--- src/hw/optical_mgmt_pkg.sv ---
// Shared constants, encodings and state types of the module management logic.
package optical_mgmt_pkg;

  localparam int LANES = 4;
  localparam int MCLK_HZ = 25_000_000;
  localparam int INIT_TIME_MS = 2000;
  // Longest time, rounded down to whole cycles.
  localparam int INIT_CYCLES = INIT_TIME_MS * (MCLK_HZ / 1000);
  localparam int INIT_CNT_W = 26;
  localparam int RESET_MIN_CYCLES = 25;
  localparam int RST_CNT_W = 16;
  localparam logic [6:0] DEV_ADDR = 7'h50;

  // Positions in the synchronised pin vector.
  localparam int PIN_W = 10;
  localparam int P_SCL = 0;
  localparam int P_SDA = 1;
  localparam int P_SEL = 2;
  localparam int P_RST = 3;
  localparam int P_LP = 4;
  localparam int P_TXD = 5;
  localparam int P_LOS = 6;
  localparam logic [PIN_W-1:0] PIN_RESET = 10'h03F;

  // Memory map offsets.
  localparam logic [7:0] OFF_STATUS = 8'h00;
  localparam logic [7:0] OFF_FLAGS = 8'h01;
  localparam logic [7:0] OFF_MON0 = 8'h02;
  localparam logic [7:0] OFF_LOS = 8'h06;
  localparam logic [7:0] OFF_CTRL = 8'h07;
  localparam logic [7:0] CTRL_RESET = 8'h00;

  // Flag byte layout: bit 0 reset done, bit 1 fault, bits 2..5 lane signal loss.
  localparam int FLAG_W = 6;
  localparam int F_DONE = 0;
  localparam int F_FAULT = 1;
  localparam int F_LOS = 2;

  typedef enum logic [1:0] {
    MODE_INIT = 2'b00,
    MODE_RUN = 2'b01,
    MODE_HELD = 2'b10
  } mode_t;

  typedef enum logic [2:0] {
    SER_IDLE = 3'b000,
    SER_DEVADDR = 3'b001,
    SER_ACK = 3'b010,
    SER_OFFSET = 3'b011,
    SER_WRITE = 3'b100,
    SER_READ = 3'b101,
    SER_RACK = 3'b110
  } ser_t;

  typedef struct packed {
    logic [PIN_W-1:0] sync1;
    logic [PIN_W-1:0] sync2;
    logic [PIN_W-1:0] sync3;
    logic [PIN_W-1:0] filt;
    mode_t mode;
    logic [RST_CNT_W-1:0] rst_cnt;
    logic [INIT_CNT_W-1:0] init_cnt;
    logic [FLAG_W-1:0] flags;
    ser_t ser;
    ser_t ser_next;
    logic [3:0] bit_cnt;
    logic [7:0] shreg;
    logic [7:0] offset;
    logic drive;
    logic nack;
    logic wr_en;
    logic [7:0] wr_addr;
    logic [7:0] wdata;
    logic lost;
    logic [LANES-1:0] tx_off;
    logic high_power;
  } mgmt_state_t;

  typedef struct packed {
    logic [7:0] ctrl;
    logic [7:0] rdata;
  } regs_state_t;

endpackage : optical_mgmt_pkg

--- src/hw/mmap_if.sv ---
// Carrier between the management engine and its memory map store.
`timescale 1ns/1ps
interface mmap_if;
  logic wr_en;
  logic [7:0] wr_addr;
  logic [7:0] wdata;
  logic [7:0] rd_addr;
  logic [7:0] rdata;
  logic soft_rst;
  logic [7:0] status;
  logic [7:0] flags;
  logic [31:0] monitor;
  logic [3:0] los;
  logic [3:0] tx_soft;

  modport engine (
    output wr_en, wr_addr, wdata, rd_addr, soft_rst, status, flags, monitor, los,
    input rdata, tx_soft
  );
  modport store (
    input wr_en, wr_addr, wdata, rd_addr, soft_rst, status, flags, monitor, los,
    output rdata, tx_soft
  );
endinterface : mmap_if

--- src/hw/optical_module_mgmt.sv ---
// Management pins, reset sequencing and two-wire memory map access of the module.
// Notes on behaviour
// - Serial bus served only while select low.
// - Long reset pulse restores all defaults.
// - Completion shown by attention with not-ready clear.
// - Power-up posts completion without reset pulse.
// - Attention low on fault or critical status.
// - Attention is open-drain, never driven high.
// - Presence line held low while inserted.
// - Transmitter off by pin or serial bit.
// - Signal-lost alarm when any lane weak.
// - Lane received levels readable over serial bus.
// - Low-power pin sets power limit.
// - Module serves two-wire clock/data memory access.
// - Fully functional within 2000 ms of power.
`timescale 1ns/1ps
module optical_module_mgmt #(
  parameter int unsigned INIT_CYCLES = optical_mgmt_pkg::INIT_CYCLES,
  parameter int unsigned RESET_MIN_CYCLES = optical_mgmt_pkg::RESET_MIN_CYCLES
) (
  // Clock and reset.
  input wire logic i_mclk,
  input wire logic i_rst,
  // Host control pins.
  input wire logic i_module_select_n,
  input wire logic i_module_reset_n,
  input wire logic i_low_power_pin,
  input wire logic i_transmit_disable,
  // Two-wire serial bus.
  input wire logic i_scl,
  input wire logic i_sda,
  output logic o_sda_o,
  output logic o_sda_oe,
  // Open-drain status pins and the driven signal-lost output.
  output logic o_attention_n_o,
  output logic o_attention_n_oe,
  output logic o_presence_n_o,
  output logic o_presence_n_oe,
  output logic o_receive_signal_lost,
  // Module internals.
  input wire logic [optical_mgmt_pkg::LANES-1:0] i_lane_signal_low,
  input wire logic [31:0] i_optical_monitor,
  input wire logic i_fault,
  output logic [optical_mgmt_pkg::LANES-1:0] o_tx_off,
  output logic o_high_power_en,
  output logic o_data_not_ready
);
  import optical_mgmt_pkg::*;

  mgmt_state_t s_r;
  mgmt_state_t s_nxt;
  mmap_if m ();

  logic [PIN_W-1:0] filt_new;
  logic scl_rise, scl_fall, start_c, stop_c, load;
  logic [7:0] byte_in;
  logic [FLAG_W-1:0] set_f, clr_f;

  mmap_regs u_regs (.i_mclk(i_mclk), .i_rst(i_rst), .m(m));

  always_comb begin
    s_nxt = s_r;
    load = 1'b0;
    clr_f = '0;
    set_f = '0;
    s_nxt.wr_en = 1'b0;
    s_nxt.sync1 = {i_lane_signal_low, i_transmit_disable, i_low_power_pin,
                   i_module_reset_n, i_module_select_n, i_sda, i_scl};
    s_nxt.sync2 = s_r.sync1;
    s_nxt.sync3 = s_r.sync2;
    filt_new = (s_r.sync2 & s_r.sync3) | (s_r.filt & (s_r.sync2 | s_r.sync3));
    s_nxt.filt = filt_new;
    scl_rise = !s_r.filt[P_SCL] && filt_new[P_SCL];
    scl_fall = s_r.filt[P_SCL] && !filt_new[P_SCL];
    start_c = s_r.filt[P_SCL] && filt_new[P_SCL] && s_r.filt[P_SDA] && !filt_new[P_SDA];
    stop_c = s_r.filt[P_SCL] && filt_new[P_SCL] && !s_r.filt[P_SDA] && filt_new[P_SDA];
    byte_in = {s_r.shreg[6:0], filt_new[P_SDA]};

    // Reset pin qualification and initialisation sequence.
    if (!s_r.filt[P_RST]) begin
      if (s_r.rst_cnt != RST_CNT_W'(RESET_MIN_CYCLES)) begin
        s_nxt.rst_cnt = s_r.rst_cnt + 1'b1;
      end else begin
        s_nxt.mode = MODE_HELD;
      end
    end else begin
      s_nxt.rst_cnt = '0;
      if (s_r.mode == MODE_HELD) begin
        s_nxt.mode = MODE_INIT;
        s_nxt.init_cnt = '0;
      end
    end
    if (s_r.mode == MODE_INIT && s_nxt.mode != MODE_HELD) begin
      s_nxt.init_cnt = s_r.init_cnt + 1'b1;
      if (s_r.init_cnt == INIT_CNT_W'(INIT_CYCLES - 1)) begin
        s_nxt.mode = MODE_RUN;
        set_f[F_DONE] = 1'b1;
      end
    end

    // Two-wire slave.
    if (s_r.filt[P_SEL]) begin
      s_nxt.ser = SER_IDLE;
      s_nxt.drive = 1'b0;
    end else if (start_c) begin
      s_nxt.ser = SER_DEVADDR;
      s_nxt.bit_cnt = '0;
      s_nxt.drive = 1'b0;
    end else if (stop_c) begin
      s_nxt.ser = SER_IDLE;
      s_nxt.drive = 1'b0;
    end else begin
      case (s_r.ser)
        SER_DEVADDR, SER_OFFSET, SER_WRITE: begin
          if (scl_rise) begin
            s_nxt.shreg = byte_in;
            s_nxt.bit_cnt = s_r.bit_cnt + 1'b1;
            if (s_r.bit_cnt == 4'h7) begin
              s_nxt.bit_cnt = '0;
              s_nxt.ser = SER_ACK;
              if (s_r.ser == SER_DEVADDR) begin
                if (byte_in[7:1] != DEV_ADDR) begin
                  s_nxt.ser = SER_IDLE;
                end
                s_nxt.ser_next = byte_in[0] ? SER_READ : SER_OFFSET;
              end else if (s_r.ser == SER_OFFSET) begin
                s_nxt.offset = byte_in;
                s_nxt.ser_next = SER_WRITE;
              end else begin
                s_nxt.wr_en = 1'b1;
                s_nxt.wr_addr = s_r.offset;
                s_nxt.wdata = byte_in;
                s_nxt.offset = s_r.offset + 1'b1;
                s_nxt.ser_next = SER_WRITE;
              end
            end
          end
        end
        SER_ACK: begin
          if (scl_fall) begin
            s_nxt.drive = !s_r.drive;
            if (s_r.drive) begin
              s_nxt.ser = s_r.ser_next;
              load = (s_r.ser_next == SER_READ);
            end
          end
        end
        SER_READ: begin
          if (scl_fall) begin
            if (s_r.bit_cnt == 4'h8) begin
              s_nxt.drive = 1'b0;
              s_nxt.ser = SER_RACK;
            end else begin
              s_nxt.drive = !s_r.shreg[7];
              s_nxt.shreg = {s_r.shreg[6:0], 1'b0};
              s_nxt.bit_cnt = s_r.bit_cnt + 1'b1;
            end
          end
        end
        SER_RACK: begin
          if (scl_rise) begin
            s_nxt.nack = filt_new[P_SDA];
          end else if (scl_fall) begin
            if (s_r.nack) begin
              s_nxt.ser = SER_IDLE;
            end else begin
              s_nxt.ser = SER_READ;
              load = 1'b1;
            end
          end
        end
        default: begin
          s_nxt.ser = SER_IDLE;
        end
      endcase
    end
    if (load) begin
      s_nxt.drive = !m.rdata[7];
      s_nxt.shreg = {m.rdata[6:0], 1'b0};
      s_nxt.bit_cnt = 4'h1;
      s_nxt.offset = s_r.offset + 1'b1;
      if (s_r.offset == OFF_FLAGS) begin
        clr_f = m.rdata[FLAG_W-1:0];
      end
    end

    // Sticky flags: a new event wins over the clear by a read.
    set_f[F_FAULT] = set_f[F_FAULT] | i_fault;
    set_f[F_LOS +: LANES] = filt_new[P_LOS +: LANES] & ~s_r.filt[P_LOS +: LANES];
    s_nxt.flags = (s_r.flags & ~clr_f) | set_f;
    if (s_r.mode == MODE_HELD) begin
      s_nxt.flags = '0;
    end

    s_nxt.lost = |s_r.filt[P_LOS +: LANES];
    s_nxt.tx_off = {LANES{s_r.filt[P_TXD]}} | m.tx_soft |
                   {LANES{s_r.mode != MODE_RUN}};
    s_nxt.high_power = !s_r.filt[P_LP] && s_r.mode == MODE_RUN;
  end

  always_ff @(posedge i_mclk or posedge i_rst) begin
    if (i_rst) begin
      s_r <= '0;
      s_r.sync1 <= PIN_RESET;
      s_r.sync2 <= PIN_RESET;
      s_r.sync3 <= PIN_RESET;
      s_r.filt <= PIN_RESET;
      s_r.tx_off <= '1;
    end else begin
      s_r <= s_nxt;
    end
  end

  assign m.wr_en = s_r.wr_en;
  assign m.wr_addr = s_r.wr_addr;
  assign m.wdata = s_r.wdata;
  assign m.rd_addr = s_r.offset;
  assign m.soft_rst = (s_r.mode == MODE_HELD);
  assign m.status = {7'h00, s_r.mode != MODE_RUN};
  assign m.flags = {2'h0, s_r.flags};
  assign m.monitor = i_optical_monitor;
  assign m.los = s_r.filt[P_LOS +: LANES];

  assign o_sda_o = 1'b0;
  assign o_sda_oe = s_r.drive;
  assign o_attention_n_o = 1'b0;
  assign o_attention_n_oe = |s_r.flags;
  assign o_presence_n_o = 1'b0;
  assign o_presence_n_oe = 1'b1;
  assign o_receive_signal_lost = s_r.lost;
  assign o_tx_off = s_r.tx_off;
  assign o_high_power_en = s_r.high_power;
  assign o_data_not_ready = (s_r.mode != MODE_RUN);
endmodule : optical_module_mgmt

--- src/hw/mmap_regs.sv ---
// Memory map store: writable control byte and registered read data.
`timescale 1ns/1ps
module mmap_regs (
  // Clock and reset.
  input wire logic i_mclk,
  input wire logic i_rst,
  // Engine side.
  mmap_if.store m
);
  import optical_mgmt_pkg::*;

  regs_state_t s_r;
  regs_state_t s_nxt;

  always_comb begin
    s_nxt = s_r;
    if (m.soft_rst) begin
      s_nxt.ctrl = CTRL_RESET;
    end else if (m.wr_en && m.wr_addr == OFF_CTRL) begin
      s_nxt.ctrl = m.wdata;
    end
    if (m.rd_addr == OFF_STATUS) begin
      s_nxt.rdata = m.status;
    end else if (m.rd_addr == OFF_FLAGS) begin
      s_nxt.rdata = m.flags;
    end else if (m.rd_addr >= OFF_MON0 && m.rd_addr < OFF_LOS) begin
      s_nxt.rdata = m.monitor[8*(m.rd_addr[1:0]^2'h2) +: 8];
    end else if (m.rd_addr == OFF_LOS) begin
      s_nxt.rdata = {4'h0, m.los};
    end else if (m.rd_addr == OFF_CTRL) begin
      s_nxt.rdata = s_r.ctrl;
    end else begin
      s_nxt.rdata = 8'h00;
    end
  end

  always_ff @(posedge i_mclk or posedge i_rst) begin
    if (i_rst) begin
      s_r <= '0;
    end else begin
      s_r <= s_nxt;
    end
  end

  assign m.rdata = s_r.rdata;
  assign m.tx_soft = s_r.ctrl[3:0];

endmodule : mmap_regs

--- config.mk ---
export PLATFORM = sky130hd
export DESIGN_NAME = optical_module_mgmt
export DESIGN_NICKNAME = d
export VERILOG_FILES = /design/src/hw/optical_mgmt_pkg.sv /design/src/hw/mmap_if.sv /design/src/hw/optical_module_mgmt.sv /design/src/hw/mmap_regs.sv
export SDC_FILE = /design/constraint.sdc
export NUM_CORES = 1
export LEC_CHECK = 0
export BUFFER_PORTS_ARGS = -buffer_cell sky130_fd_sc_hd__buf_2
export CAP_MARGIN = 20
export CORE_AREA = 2 2 138 100
export DETAILED_ROUTE_END_ITERATION = 10
export DIE_AREA = 0 0 140 102
export PLACE_DENSITY = 0.79
export SLEW_MARGIN = 20
export SYNTH_ARGS = -nofsm -noshare
export SYNTH_HDL_FRONTEND = slang
export SYNTH_SLANG_ARGS = --single-unit
--- constraint.sdc ---
create_clock -name i_mclk -period 5.33 [get_ports i_mclk]
set_clock_uncertainty 0.05 [all_clocks]
set_input_delay 0.533 -clock i_mclk [delete_from_list [all_inputs] [get_ports i_mclk]]
set_output_delay 0.533 -clock i_mclk [all_outputs]
set_load 0.05 [all_outputs]
==> summary.txt, run 1 <==
Status
  – Violated checks: design-rule violations
  – Outcome: finished with violations

Global route
  – GR Util All Layers: 26.8%
  – Largest net degree at the start of global routing: 116
  – GRT overflow: 0
  – Initial antenna violation count: 0
  – Vias in the first global route: 5860
  – First-pass GRT wire length: 29900 um

Clocking
  – CTS tree: yes
  – Setup Fix Bufs, Post-CTS: 0
  – Clk buf depth: 2
  – Clk slew on worst S/H paths: 70 ps
  – Clock Tree Root: clkbuf_16
  – CTS Hold Bufs: 0
  – Total clock sinks: 157
  – Cts bufs inserted: 17
  – Post-cts repair resize count: 0
  – Clk Latency, worst-skew pair: 430 ps
  – # H-tree levels: 4

Power
  – Clk network pwr share: 47.8%
  – Sw frac: 24.3%
  – Net Sw Power: 655 uW
  – Lkg Pwr: 0.00354 uW
  – Seq pwr share: 47.6%
  – Max VDD drop: 245 uV
  – Internal power: 2030 uW
  – Power Density: 314 mW/mm^2
  – Gate power share: 4.6%

Synthesis
  – Yosys reg bits: 157
  – Syn. warnings: 0
  – Async SR Flop Fraction: 100%
  – Synth unique cells: 76
  – Syn Area/Cell: 10.2 um^2
  – Area of the mapped netlist: 0.00765 mm^2
  – Mapped Cells: 748
  – Seq/Total Area, Yosys: 51.8%
  – Post-synth EDFFs: 0
  – Post-synth top flop: dfrtp_1

Die
  – Die ar.: 0.0143 mm^2
  – Die X: 140 um
  – I/O pin count: 58
  – Starting Density: 59.2%
  – Core footprint: 0.0129 mm^2
  – FP Rows: 35
  – Die height: 102 um

Cells and area
  – Area growth from synthesis to layout: 12.1%
  – Commonest non-fill, non-tap cell in the layout: dfrtp_1
  – Highest-count cells in the layout ignoring fill and taps: dfrtp_1, nand2_1, nor2_1, buf_2
  – Ant diodes: 0
  – Final Instance Count excl. Fillers: 961
  – Nets: 836
  – Layout cell share with drive strength beyond 1: 17.9%
  – Final core occ: 66.4%

Route
  – Final ANT Viol Nets: 0
  – Top Layer Used: met4
  – Post-DR wirelength/cell: 18.7 um
  – Routed wl met3: 1410 um
  – Avg Vias per Cell: 6.35
  – Initial DRT Pass Iterations: 8
  – DR iter-0 viols: 612
  – Met1 wire length: 8090 um
  – Drt drc: 2
  – Routed Wire Length: 17900 um
  – DR WL met2: 8090 um
  – Routed via count: 6101

Timing
  – Setup TNS: 0 ps
  – RSZ-0062 raised after global routing: no
  – Post-route setup slack: 2630 ps
  – Part of the cycle the worst path needs: 50.6%
  – # setup viols final: 0
  – Max Clk Rate: 371 MHz
  – Endpoints failing hold: 0
  – Worst slew margin: 23.3%
  – Final Max Tran Viols: 0
  – Worst-margin pin slew: 1140 ps
  – Crit path time final: 2700 ps

Min path
  – Hold Crit Class: in2reg

Placement
  – Routability Congestion: 0.895
  – PortBufs: 53
  – Placed Instances: 929
  – Placed wire-length estimate: 12000 um
  – DP Worst Slack: 2450 ps

Worst setup path
  – Crit. End Element: flop
  – Critical path's slowest cell: o211ai_1
  – Kind of critical path: reg2reg
  – Worst setup SP type: flop
  – Arrival time worst endpoint: 2970 ps
  – CP max stage delay: 730 ps
  – Worst Path Max Fanout: 15
  – CP Cell Sequence: inv_1, ha_1, nor3b_1, nand4_1, o211ai_1, nor4_1, a31o_2
  – Top delay family on crit path: compound AO/OA/AOI/OAI gates
  – Req. time, crit path: 5600 ps
  – Crit path buf inv count: 1

Flow run
  – Max_cap viols: 0
[per-layer routing]
metal / global-route usage [%] / vias to the layer above
li1: - / 2786
met1: 38.2 / 2993
met2: 40.5 / 286
met3: 6.56 / 36
met4: 10.2 / 0
met5: 0 / -
[sequential cells by signal, summed over array words and instances (netlist names), 6 cells and up]
name / cells
s_r: 72
m.wdata: 8
m.rd_addr: 8
s_nxt: 20
m.wr_addr: 8
byte_in: 7
u_regs.m.rdata: 8
m.flags: 6
[path summary, 6_finish.rpt]
| path | from | to | slack (ps) | cells past startpoint |
|---|---|---|---|---|
| setup / recovery | s_r[84] | m.flags[0] | 2630 | 7 |
| hold / removal | i_transmit_disable | s_nxt[126] | 150 | 1 |
| setup reg to reg | s_r[84] | m.flags[0] | 2630 | 7 |
| hold reg to reg | s_nxt[130] | s_nxt[120] | 300 | 0 |
| max in group asynchronous | i_rst | s_nxt[125] | 3960 | 3 |
| min in group asynchronous | i_rst | s_r[82] | 200 | 2 |
[metrics by stage]
step | total power [uW] | hold slack, ps | cell area, um^2
3_5_place_dp | 1420 | 289 | 7940
2_1_floorplan | 1370 | 281 | 7650
4_1_cts | 2700 | 137 | 8560
5_1_grt | 2770 | 136 | 8580
3_3_place_gp | 1410 | 285 | 7940
6_report | 2690 | 149 | 8580
[area by class of cell]
cell class	count	area [um^2]
timing repair buffer	54	273
tap	166	208
sequential	157	3960
inverter	22	90.1
clock inverter	15	196
fill	955	4340
multi-input combinational	530	3420
clock buffer	17	425
[cell families (layout without fill, tap and decap cells)]
group	count (synthesis)	count (layout)	share of synthesized area (%)
flops	157	157	51.8
simple gates	289	289	19.1
compound gates	171	171	15.3
xor+xnor	19	19	2.18
fa+ha+maj	14	14	2.13
mux	33	33	5.66
other cells	2	4	0.0982
buf+inv	63	108	3.71
[synth_stat cells, types with 6 or more instances]
cell / number / share of area (%)
nand3_1: 25 / 1.6
nand2b_1: 7 / 0.57
o211ai_1: 8 / 0.79
o31ai_1: 10 / 0.98
buf_4: 8 / 0.79
and3_1: 12 / 0.98
ha_1: 9 / 1.5
a22oi_1: 11 / 1.1
o22ai_1: 8 / 0.65
nor2_1: 67 / 3.3
inv_1: 22 / 1.1
mux4_2: 8 / 2.4
buf_2: 8 / 0.52
dfstp_2: 28 / 9.6
a31oi_1: 13 / 1.1
or3_1: 11 / 0.90
nor4_1: 10 / 0.82
dfrtp_1: 129 / 42
a21o_1: 7 / 0.69
nand2_1: 88 / 4.3
nand3b_1: 10 / 0.98
o21ai_1: 8 / 0.52
a211oi_1: 8 / 0.79
mux2i_1: 23 / 3.0
nor2b_1: 7 / 0.57
clkbuf_1: 21 / 1.0
o21ai_0: 29 / 1.9
a21oi_1: 29 / 1.9
nor3_1: 16 / 1.0
xnor2_1: 14 / 1.6
nand4_1: 6 / 0.49
[power groups by stage]
stage | Sequential, uW | Combinational, uW | Clock [uW]
final | 1280 | 123 | 1290
after global routing | 1290 | 139 | 1350
after CTS | 1280 | 123 | 1300
after detailed placement | 1300 | 123 | 0
after global placement | 1300 | 117 | 0
after floorplan | 1280 | 93.9 | 0
Note: power is estimated with default switching activity, not from simulation.
==> run 2: changes to the inputs <==
--- a/config.mk
+++ b/config.mk
@@ -5,11 +5,12 @@
 export SDC_FILE = /design/constraint.sdc
 export NUM_CORES = 1
 export LEC_CHECK = 0
+export ABC_AREA = 1
 export BUFFER_PORTS_ARGS = -buffer_cell sky130_fd_sc_hd__buf_2
 export CAP_MARGIN = 20
-export CORE_AREA = 2 2 138 100
+export CORE_AREA = 2 2 143 103
 export DETAILED_ROUTE_END_ITERATION = 10
-export DIE_AREA = 0 0 140 102
+export DIE_AREA = 0 0 145 105
 export PLACE_DENSITY = 0.79
 export SLEW_MARGIN = 20
 export SYNTH_ARGS = -nofsm -noshare
==> constraint.sdc (replaced) <==
create_clock -name i_mclk -period 2.5 [get_ports i_mclk]
set_clock_uncertainty 0.05 [all_clocks]
set_input_delay 0.25 -clock i_mclk [delete_from_list [all_inputs] [get_ports i_mclk]]
set_output_delay 0.25 -clock i_mclk [all_outputs]
set_load 0.05 [all_outputs]
==> run 2 against run 1 <==
The run ends with negative hold slack left. Sequential power rose by 110%. Via count rose by 21%. Clock-buffer cell count rose by 2. Register-to-register slack got worse by 2400 ps. Critical path depth rose by 1. Total power rose by 110%. Synthesized area rose by 8.4%.
==> summary.txt, run 2 <==
Worst setup path
  – Worst reg2reg startpoint: s_r[102]
  – Kind of critical path: reg2reg
  – Crit Reg-Reg Endpoint: m.wdata[1]
  – Flop-to-flop setup slack: 260 ps (-2370 ps)
  – Worst Path Max Fanout: 30 (+15)
  – Reg2reg path depth: 8 (+1)
  – Arrival time worst endpoint: 2520 ps (-450 ps)
  – Crit path buf inv count: 2 (+1)
  – Top delay family on crit path: simple AND/OR/NAND/NOR gates
  – Worst setup SP type: flop
  – CP max stage delay: 540 ps (-190 ps)
  – Critical path's slowest cell: dfstp_2
  – CP Cell Sequence: inv_1, nand3_1, inv_1, nand2_2, nand2_2, nor2_2, nand2_4, o21ai_0
  – Req. time, crit path: 2780 ps (-2820 ps)
  – Crit. End Element: flop

Die
  – Die height: 105 um (+2.9%)
  – FP Rows: 36 (+2.9%)
  – Core footprint: 0.0137 mm^2 (+6.3%)
  – Die X: 145 um (+3.6%)
  – I/O pin count: 58 (unchanged)
  – Die ar.: 0.0152 mm^2 (+6.6%)
  – Starting Density: 60.3% (+1.1 points)

Timing
  – Worst slew margin: 44.5% (+21 points)
  – # setup viols final: 0 (unchanged)
  – RSZ-0062 raised after global routing: no
  – Part of the cycle the worst path needs: 89.5% (+39 points)
  – Worst-margin pin slew: 833 ps (-308 ps)
  – Hold slack final: -14.6 ps (-164 ps)
  – Max Clk Rate: 447 MHz (+20%)
  – Setup TNS: 0 ps (unchanged)
  – Crit path time final: 2240 ps (-458 ps)
  – Final Max Tran Viols: 0 (unchanged)
  – Endpoints failing hold: 3 (+3)

Synthesis
  – Area of the mapped netlist: 0.00829 mm^2 (+8.4%)
  – Syn. warnings: 0 (unchanged)
  – Commonest cells in the netlist: nand2_1, nand3_1, dfrtp_1
  – Post-synth EDFFs: 0 (unchanged)
  – Post-synth top flop: dfrtp_1
  – Mapped Cells: 1060 (+42%)
  – Synth unique cells: 48 (-37%)
  – Seq/Total Area, Yosys: 47.8% (-4.0 points)
  – Top cell type's share of synthesized area: 38.9% (-3.3 points)
  – Area contributors post-synth: dfrtp_1, nand2_1, nand3_1, dfstp_2, inv_1
  – Yosys reg bits: 157 (unchanged)
  – Count leader, synth: nand2_1
  – Syn Area/Cell: 7.82 um^2 (-24%)
  – Async SR Flop Fraction: 100% (unchanged)
  – Synth area leader: dfrtp_1

Placement
  – Placed wire-length estimate: 14200 um (+19%)
  – PortBufs: 53 (unchanged)
  – Routability Congestion: 0.951 (+6.2%)

Status
  – Outcome: finished with violations
  – Violated checks: negative hold slack

Route
  – Initial DRT Pass Iterations: 6 (-2)
  – Routed via count: 7404 (+21%)
  – DR iter-0 viols: 878 (+43%)
  – Routed Wire Length: 20500 um (+14%)
  – Drt drc: 0 (-2)
  – Post-DR wirelength/cell: 15.5 um (-17%)
  – Final ANT Viol Nets: 0 (unchanged)
  – Avg Vias per Cell: 5.60 (-12%)

Cells and area
  – Layout cell share with drive strength beyond 1: 14.1% (-3.7 points)
  – Final core occ: 68.2% (+1.8 points)
  – Commonest non-fill, non-tap cell in the layout: nand2_1
  – Area growth from synthesis to layout: 13.0%
  – Ant diodes: 0 (unchanged)
  – Highest-count cells in the layout ignoring fill and taps: nand2_1, nand3_1, dfrtp_1, nor2_1, inv_1
  – Number of flip-flops in the largest register: 72 (unchanged)
  – Nets: 1174 (+40%)
  – Most flops, register: s_r

Clocking
  – Setup Fix Bufs, Post-CTS: 0 (unchanged)
  – Clk Latency, worst-skew pair: 430 ps (about the same)
  – CTS tree: yes
  – # H-tree levels: 4 (unchanged)
  – Total clock sinks: 157 (unchanged)
  – Clk slew on worst S/H paths: 70 ps (about the same)
  – Cts bufs inserted: 17 (unchanged)
  – Clock Tree Root: clkbuf_16
  – Clk buf depth: 2 (unchanged)

Global route
  – First-pass GRT wire length: 33900 um (+13%)
  – Largest net degree at the start of global routing: 158 (+36%)
  – GRT overflow: 0 (unchanged)
  – Initial antenna violation count: 0 (unchanged)
  – Vias in the first global route: 6730 (+15%)
  – GR Util All Layers: 27.7% (+0.90 points)

Power
  – Power Density: 589 mW/mm^2 (+88%)
  – Clk network pwr share: 46.9% (-0.9 points)
  – Lkg Pwr: 0.00453 uW (+28%)
  – Internal power: 4160 uW (+100%)
  – Seq pwr share: 48.2% (+0.6 points)
  – Gate power share: 4.9% (+0.3 points)
  – Net Sw Power: 1360 uW (+110%)
  – Sw frac: 24.7% (+0.32 points)
  – Max VDD drop: 488 uV (+99%)

Min path
  – Hold Crit Class: in2async

Flow run
  – Max_cap viols: 0 (unchanged)
==> run 2: cell count changes in the layout (fill, tap and decap cells not counted), moves of 22 or more <==
| cell | delta |
|---|---|
| nor2_1 | +34 |
| nand3_1 | +126 |
| o21ai_0 | +37 |
| inv_1 | +79 |
| mux2i_1 | -22 |
| nand2_1 | +187 |
==> run 2: final cells by class <==
class	count	area, um^2
sequential	157	3960
timing repair buffer	72	445
multi-input combinational	764	3720
clock inverter	13	131
tap	190	238
inverter	108	414
clock buffer	19	453
fill	1136	4370
==> run 2: what timing repair did <==
action | CTS | global route
hold buffers | 10 | 0
resized for setup | 0 | 1
setup endpoints to repair | 0 | 16
hold endpoints to repair | 10 | 0
==> run 2: worst max-delay path by stage <==
stage	startpoint	endpoint	slack [ps]	cells after the start
2_1_floorplan	i_rst	byte_in[1]	240	1
3_3_place_gp	s_r[102]	m.wdata[0]	310	10
3_5_place_dp	s_r[102]	m.wdata[6]	140	8
4_1_cts	s_r[102]	m.wdata[6]	130	8
5_1_grt	s_r[102]	m.wdata[1]	90	8
6_report	s_r[102]	m.wdata[1]	260	8
==> run 2: cell families (layout without fill, tap and decap cells) <==
| group | Yosys count | after routing | share of synthesized area (%) |
|---|---|---|---|
| other cells | 2 | 4 | 0.0906 |
| fa+ha+maj | 17 | 17 | 2.32 |
| compound gates | 133 | 133 | 8.57 |
| simple gates | 595 | 595 | 32.2 |
| flops | 157 | 157 | 47.8 |
| mux | 1 | 1 | 0.121 |
| buf+inv | 141 | 212 | 7.44 |
| xor+xnor | 14 | 14 | 1.48 |
==> run 2: metal layers <==
metal	track usage (%)	up-vias	wire (um)
met2	39.2	295	8590
met3	5.07	25	1620
met4	6.22	0	196
met5	0	-	0
li1	-	3568	-
met1	44.0	3516	10100
==> run 2: worst min-delay path, stage by stage <==
cell and delay [ps]:
buf_2 110, clkinvlp_4 70, buf_12 550
==> run 2: through the flow <==
step           power (uW)  worst slack, ps  area [um^2]  cells  hold slack (ps)
5_1_grt              5690             89.1         9370   1323             40.9
2_1_floorplan        2870              236         8300   1062              204
3_3_place_gp         2950              308         8680   1281              282
3_5_place_dp         2960              143         8680   1281              285
4_1_cts              5540              128         9360   1323             18.1
6_report             5520              263         9370   1323            -14.6
==> run 2: power by group through the flow <==
stage | sequential [uW] | combinational (uW) | clock (uW)
floorplan | 2690 | 179 | 0
global placement | 2700 | 250 | 0
detailed placement | 2710 | 256 | 0
CTS | 2660 | 270 | 2600
global route | 2670 | 303 | 2720
finish | 2660 | 268 | 2590
